==> config.mk <==
export PLATFORM = sky130hd
export DESIGN_NAME = subsleep_exec
export DESIGN_NICKNAME = d
export VERILOG_FILES = /design/src/rtl/subsleep_pkg.sv /design/src/rtl/sub_alu.sv /design/src/rtl/subsleep_exec.sv
export SDC_FILE = /design/constraint.sdc
export NUM_CORES = 1
export LEC_CHECK = 0
export ABC_AREA = 1
export BUFFER_PORTS_ARGS = -buffer_cell sky130_fd_sc_hd__buf_4
export CORE_AREA = 2 2 100 102
export CTS_BUF_LIST = sky130_fd_sc_hd__clkbuf_8 sky130_fd_sc_hd__clkbuf_16
export DETAILED_ROUTE_END_ITERATION = 10
export DIE_AREA = 0 0 102 104
export PLACE_DENSITY = 0.88
export SLEW_MARGIN = 20
export SYNTH_ARGS = -nofsm -noshare
export SYNTH_HDL_FRONTEND = slang
export SYNTH_SLANG_ARGS = --single-unit
==> constraint.sdc <==
create_clock -name clk -period 2.7 [get_ports clk]
set_input_delay 0.135 -clock clk [delete_from_list [all_inputs] [get_ports clk]]
set_output_delay 0.135 -clock clk [all_outputs]
set_load 0.005 [all_outputs]
==> src/rtl/subsleep_pkg.sv <==
// Shared constants for the subtract, special-page move and halt logic
package subsleep_pkg;
    localparam int unsigned DATA_W        = 8;
    localparam int unsigned FILE_ADDR_W   = 7;
    localparam int unsigned SPEC_IDX_W    = 5;
    localparam int unsigned SPEC_COUNT    = 22;
    localparam logic [4:0]  SPEC_IDX_MAX  = 5'h15;
    localparam logic [7:0]  ACC_RST       = 8'h00;
    localparam logic [7:0]  WDT_CLEAR     = 8'h00;
    localparam logic        TO_N_RST      = 1'h1;
    localparam logic        PD_N_RST      = 1'h1;
    localparam logic        FLAG_RST      = 1'h0;

    typedef enum logic [3:0] {
        OP_NONE  = 4'h1,
        OP_MOVSP = 4'h2,
        OP_SUBR  = 4'h4,
        OP_SUBI  = 4'h8
    } op_sel_t;
endpackage : subsleep_pkg

==> src/rtl/sub_alu.sv <==
// Two's-complement subtractor a - b with zero, digit-carry and carry
`timescale 1ns/1ps
module sub_alu
    import subsleep_pkg::*;
(
    // Operands
    input  wire logic [7:0] minuend,
    input  wire logic [7:0] subtrahend,
    // Result
    output logic      [7:0] diff,
    output logic            zero,
    output logic            dcarry,
    output logic            carry
);
    logic [8:0] full;
    logic [4:0] low;

    always_comb begin
        // Adding the inverse plus one: carry out means no borrow
        full   = {1'b0, minuend} + {1'b0, ~subtrahend} + 9'h001; // see RULE8
        low    = {1'b0, minuend[3:0]} + {1'b0, ~subtrahend[3:0]} + 5'h01;
        diff   = full[7:0];
        zero   = (full[7:0] == 8'h00);
        dcarry = low[4];
        carry  = full[8]; // see RULE8
    end
endmodule : sub_alu

==> src/rtl/subsleep_exec.sv <==
// Execution of special-page move, two subtracts and the halt instruction
// Overview of operation
// RULE1 - Special-page register 0..21 to accumulator, one cycle, flags kept.
// RULE2 - File register minus accumulator; updates Z, DC, C in one cycle.
// RULE3 - Destination bit 0 writes accumulator, 1 writes file register.
// RULE4 - Immediate minus accumulator; updates Z, DC, C in one cycle.
// RULE5 - Immediate subtract always writes accumulator, no destination select.
// RULE6 - Halt clears watchdog counter and prescaler, then enters halt mode.
// RULE7 - Halt sets timeout_flag_n to 1, clears powerdown_flag_n to 0.
// RULE8 - Carry is 1 with no borrow, 0 when a borrow occurs.
`timescale 1ns/1ps
module subsleep_exec
    import subsleep_pkg::*;
(
    // Clock and reset
    input  wire logic                  clk,
    input  wire logic                  srst,
    // Decoded instruction strobes, one cycle each
    input  wire logic                  move_special_page_to_acc,
    input  wire logic                  subtract_acc_from_file_reg,
    input  wire logic                  subtract_acc_from_immediate,
    input  wire logic                  halt_exec,
    // Operands
    input  wire logic [4:0]            spec_idx,
    input  wire logic [7:0]            special_page_register [SPEC_COUNT],
    input  wire logic [6:0]            file_addr,
    input  wire logic [7:0]            file_rdata,
    input  wire logic                  dest_bit,
    input  wire logic [7:0]            imm_data,
    // Wake-up from halt
    input  wire logic                  wake,
    // Architectural state
    output logic      [7:0]            acc_ff,
    output logic                       zero_flag_ff,
    output logic                       digit_carry_flag_ff,
    output logic                       carry_flag_ff,
    output logic                       timeout_flag_n_ff,
    output logic                       powerdown_flag_n_ff,
    // File register write-back
    output logic                       file_we_ff,
    output logic      [6:0]            file_waddr_ff,
    output logic      [7:0]            file_wdata_ff,
    // Watchdog clear and halt state
    output logic                       wdt_clear_ff,
    output logic      [7:0]            wdt_count_ff,
    output logic      [7:0]            watchdog_prescaler_ff,
    output logic                       halted_ff
);
    import subsleep_pkg::*;

    op_sel_t    op;
    logic [7:0] minuend;
    logic [7:0] diff;
    logic       z_w;
    logic       dc_w;
    logic       c_w;

    logic [7:0] nxt_acc;
    logic       nxt_zero;
    logic       nxt_dc;
    logic       nxt_carry;
    logic       nxt_to_n;
    logic       nxt_pd_n;
    logic       nxt_file_we;
    logic [6:0] nxt_file_waddr;
    logic [7:0] nxt_file_wdata;
    logic       nxt_wdt_clear;
    logic [7:0] nxt_wdt_count;
    logic [7:0] nxt_prescaler;
    logic       nxt_halted;

    always_comb begin
        // Priority fixes a single op if the decoder ever overlaps strobes
        if (move_special_page_to_acc) begin
            op = OP_MOVSP;
        end else if (subtract_acc_from_file_reg) begin
            op = OP_SUBR;
        end else if (subtract_acc_from_immediate) begin
            op = OP_SUBI;
        end else begin
            op = OP_NONE;
        end
        minuend = (op == OP_SUBI) ? imm_data : file_rdata;
    end

    sub_alu u_alu (
        .minuend    (minuend),
        .subtrahend (acc_ff),
        .diff       (diff),
        .zero       (z_w),
        .dcarry     (dc_w),
        .carry      (c_w)
    );

    always_comb begin
        nxt_acc        = acc_ff;
        nxt_zero       = zero_flag_ff;
        nxt_dc         = digit_carry_flag_ff;
        nxt_carry      = carry_flag_ff;
        nxt_to_n       = timeout_flag_n_ff;
        nxt_pd_n       = powerdown_flag_n_ff;
        nxt_file_we    = 1'b0;
        nxt_file_waddr = file_waddr_ff;
        nxt_file_wdata = file_wdata_ff;
        nxt_wdt_clear  = 1'b0;
        nxt_wdt_count  = wdt_count_ff;
        nxt_prescaler  = watchdog_prescaler_ff;
        nxt_halted     = halted_ff;
        // Halted core ignores instruction strobes until woken
        if (halted_ff) begin
            if (wake) begin
                nxt_halted = 1'b0;
            end
        end else if (halt_exec) begin
            nxt_wdt_count = WDT_CLEAR; // see RULE6
            nxt_prescaler = WDT_CLEAR; // see RULE6
            nxt_wdt_clear = 1'b1;      // see RULE6
            nxt_halted    = 1'b1;      // see RULE6
            nxt_to_n      = 1'b1;      // see RULE7
            nxt_pd_n      = 1'b0;      // see RULE7
        end else begin
            unique case (op)
                OP_MOVSP: begin
                    // Indices above 21 are unmapped and read zero
                    if (spec_idx <= SPEC_IDX_MAX) begin
                        nxt_acc = special_page_register[spec_idx]; // see RULE1
                    end else begin
                        nxt_acc = 8'h00;
                    end
                end
                OP_SUBR: begin
                    nxt_zero  = z_w;  // see RULE2
                    nxt_dc    = dc_w; // see RULE2
                    nxt_carry = c_w;  // see RULE8
                    if (dest_bit) begin
                        nxt_file_we    = 1'b1; // see RULE3
                        nxt_file_waddr = file_addr;
                        nxt_file_wdata = diff;
                    end else begin
                        nxt_acc = diff; // see RULE3
                    end
                end
                OP_SUBI: begin
                    nxt_zero  = z_w;  // see RULE4
                    nxt_dc    = dc_w; // see RULE4
                    nxt_carry = c_w;  // see RULE8
                    nxt_acc   = diff; // see RULE5
                end
                OP_NONE: begin
                end
            endcase
        end
    end

    always_ff @(posedge clk) begin
        if (srst) begin
            acc_ff                <= ACC_RST;
            zero_flag_ff          <= FLAG_RST;
            digit_carry_flag_ff   <= FLAG_RST;
            carry_flag_ff         <= FLAG_RST;
            timeout_flag_n_ff     <= TO_N_RST;
            powerdown_flag_n_ff   <= PD_N_RST;
            file_we_ff            <= 1'b0;
            file_waddr_ff         <= 7'h00;
            file_wdata_ff         <= 8'h00;
            wdt_clear_ff          <= 1'b0;
            wdt_count_ff          <= WDT_CLEAR;
            watchdog_prescaler_ff <= WDT_CLEAR;
            halted_ff             <= 1'b0;
        end else begin
            acc_ff                <= nxt_acc;
            zero_flag_ff          <= nxt_zero;
            digit_carry_flag_ff   <= nxt_dc;
            carry_flag_ff         <= nxt_carry;
            timeout_flag_n_ff     <= nxt_to_n;
            powerdown_flag_n_ff   <= nxt_pd_n;
            file_we_ff            <= nxt_file_we;
            file_waddr_ff         <= nxt_file_waddr;
            file_wdata_ff         <= nxt_file_wdata;
            wdt_clear_ff          <= nxt_wdt_clear;
            wdt_count_ff          <= nxt_wdt_count;
            watchdog_prescaler_ff <= nxt_prescaler;
            halted_ff             <= nxt_halted;
        end
    end

    // Checks
    logic active;
    assign active = !halted_ff && !halt_exec;
endmodule : subsleep_exec

==> impl_metrics.json <==
{
  "status": "complete, no violations",
  "path_common_cell": "nand3_1",
  "finalMaxSlewViolations": 0,
  "grt_max_degree": 36,
  "synthFlopType": "dfxtp_1",
  "syn_inst": 710,
  "cts_hold_buf": 0,
  "power.leakage_uw": 0.00316,
  "cts_max_level": 2,
  "netlist_top_cells_count": "199 x nand2_1, 162 x nor2_1, 75 x inv_1",
  "synth-edff-count": 0,
  "cp_data_arrival_time_ns": 2.29,
  "relSlewSlack_pct": 38.5,
  "crit_slowest_cell": "fa_1",
  "wl_mm": 14.2,
  "cp_slowest_stage_delay_ns": 0.40,
  "gp_congestion": 0.940,
  "finalHoldViolations": 0,
  "via_count": 5049,
  "insertion_delay_ns": 0.29,
  "finClkSkew_ns": 0.00389,
  "fmax_mhz": 485,
  "avgSynthCellArea_um2": 5.23,
  "row_count": 36,
  "yosysTopAreaCell": "nand2_1",
  "crit_type": "in -> reg",
  "synth-seq-cells": 30,
  "grt_pass1_vias": 4434,
  "synth_top_area_share_pct": 20.1,
  "cts_tree": "built",
  "syn_area_mm2": 0.00371,
  "critPathBufInv": 4,
  "period_needed_ns": 2.06,
  "cp-end-kind": "flip-flop",
  "final_antenna_net_count": 0,
  "path_delay_family": "simple AND/OR/NAND/NOR gates",
  "setup_viol": 0,
  "path_max_fanout": 8,
  "power_density_mw_per_mm2": 302,
  "finalPower_uw": 1680,
  "initial_core_util_pct": 38.9,
  "cts_resized": 0,
  "diodes": 0,
  "nets": 1149,
  "holdCritPathClass": "in -> reg",
  "r2r_setup_slack_ns": 0.71,
  "drt-pass1-iter-count": 6,
  "numCtsBuffers": 5,
  "clkTransAtPathRegs_ns": 0.07,
  "drt_iter0_markers": 318,
  "yosys-top-cells-area": "nand2_1 20%, nor2_1 16%, dfxtp_1 16%, inv_1 7.6%, o21ai_0 5.7%",
  "cts_setup_buffers": 0,
  "yosysMostFrequentCell": "nand2_1",
  "fp.dieH_um": 104,
  "clockBufferDepth": 2,
  "fp.dieW_um": 102,
  "worstMarginPinSlew_ns": 0.920,
  "drive_gt1_share_pct": 28.6,
  "ir_worst_vdd_mv": 0.279,
  "via_per_inst": 4.75,
  "grt_overflow": 0,
  "areaGrowthSynthToFinish_pct": 49.5,
  "start_kind": "input pin",
  "ys.warnings.count": 0,
  "pin_count": 259,
  "routedWlPerCell_um": 13.4,
  "ys_types": 31,
  "crit_required_ns": 2.93,
  "coreArea_mm2": 0.00955,
  "drc": 0,
  "grt_pass1_wl_mm": 21.8,
  "fp.dieArea_mm2": 0.0106,
  "largestRegisters": "acc_ff x8, file_wdata_ff x8, file_waddr_ff x7",
  "worstPathCellList": "buf_4, nor3_2, inv_1, o21ai_1, inv_1, fa_1, inv_1, nand3_1, nand3_1, xnor2_1, nand3_1, nor2_1, nand3_1, a21oi_1",
  "setup_tns_ns": 0,
  "antenna_found_initial": 0,
  "ys_seq_area_share_pct": 16.2,
  "async_flop_share_pct": 0,
  "cts_sinks": 30,
  "hpwlAfterDp_mm": 11.4,
  "rsz0062_at_grt": "no",
  "cts_root_buf": "clkbuf_8",
  "maxCapViolations": 0,
  "min_period_over_period_pct": 76.4,
  "grt_usage_pct": 25.5,
  "port_buffers": 241
}
final cells by class:
class / count / area (um2)
clock inverters: 2 / 12.5
inverters: 82 / 308
fillers: 1004 / 4000
clock buffers: 6 / 82.6
flip-flops and latches: 30 / 601
repair buffers: 250 / 1890
multi-input cells: 559 / 2490
well taps: 133 / 166
worst paths after layout:
kind / cells past startpoint / start / to
setup / recovery: 14 / move_special_page_to_acc / zero_flag_ff$_SDFFE_PP0P_
hold / removal: 2 / wake / halted_ff$_SDFF_PP0_
setup reg to reg: 10 / acc_ff[0]$_SDFFE_PP0P_ / zero_flag_ff$_SDFFE_PP0P_
hold reg to reg: 2 / digit_carry_flag_ff$_SDFFE_PP0P_ / digit_carry_flag_ff$_SDFFE_PP0P_
logic make-up (layout without fill, tap and decap cells):
logic type / Yosys count / in the layout / synth area share [%]
AOI/OAI and AO/OA: 119 / 119 / 17.7
buffers and inverters: 136 / 340 / 18.3
DFF: 30 / 30 / 16.2
and+or+nand+nor: 410 / 410 / 43.5
other: 2 / 17 / 0.202
adders and majority gates: 9 / 9 / 3.23
xor gates and xnor gates: 3 / 3 / 0.708
muxes: 1 / 1 / 0.270
layer usage:
layer  routed length [um]  track usage, %  vias up
met4                  330            6.86        0
met3                 1180            4.37       24
met1                 5990            33.9     2184
met5                    0               0        -
met2                 6710            42.2      226
li1                     -               -     2615
cell usage in the layout (no fill, tap or decap), types with 12 or more instances in the layout:
| cell | count |
|---|---|
| buf_4 | 249 |
| nand2_1 | 199 |
| nor2_1 | 162 |
| inv_1 | 75 |
| o21ai_0 | 42 |
| o21ai_1 | 37 |
| nand3_1 | 34 |
| dfxtp_1 | 30 |
| a21oi_1 | 18 |
| conb_1 | 17 |
| o211ai_1 | 12 |
report_power, final:
part	internal [uW]	switching [uW]	total [uW]
registers	466	18.8	485
clock network	205	184	389
logic	394	407	802
total	1070	611	1680
per-stage QoR:
| stage | util, % | std cells | instance area (um2) | setup WS (ns) | hold WS (ns) |
|---|---|---|---|---|---|
| after floorplan | - | 725 | 3770 | 0.588 | 0.239 |
| after global placement | 57.1 | 1054 | 5460 | 0.429 | 0.333 |
| after detailed placement | 57.1 | 1054 | 5460 | 0.355 | 0.332 |
| after CTS | 58.1 | 1062 | 5550 | 0.642 | 0.0292 |
| after global routing | 58.1 | 1062 | 5550 | 0.457 | 0.0196 |
| final | 58.1 | 1062 | 5550 | 0.637 | 0.0277 |
No activity file was read; power rests on OpenSTA's default activity.
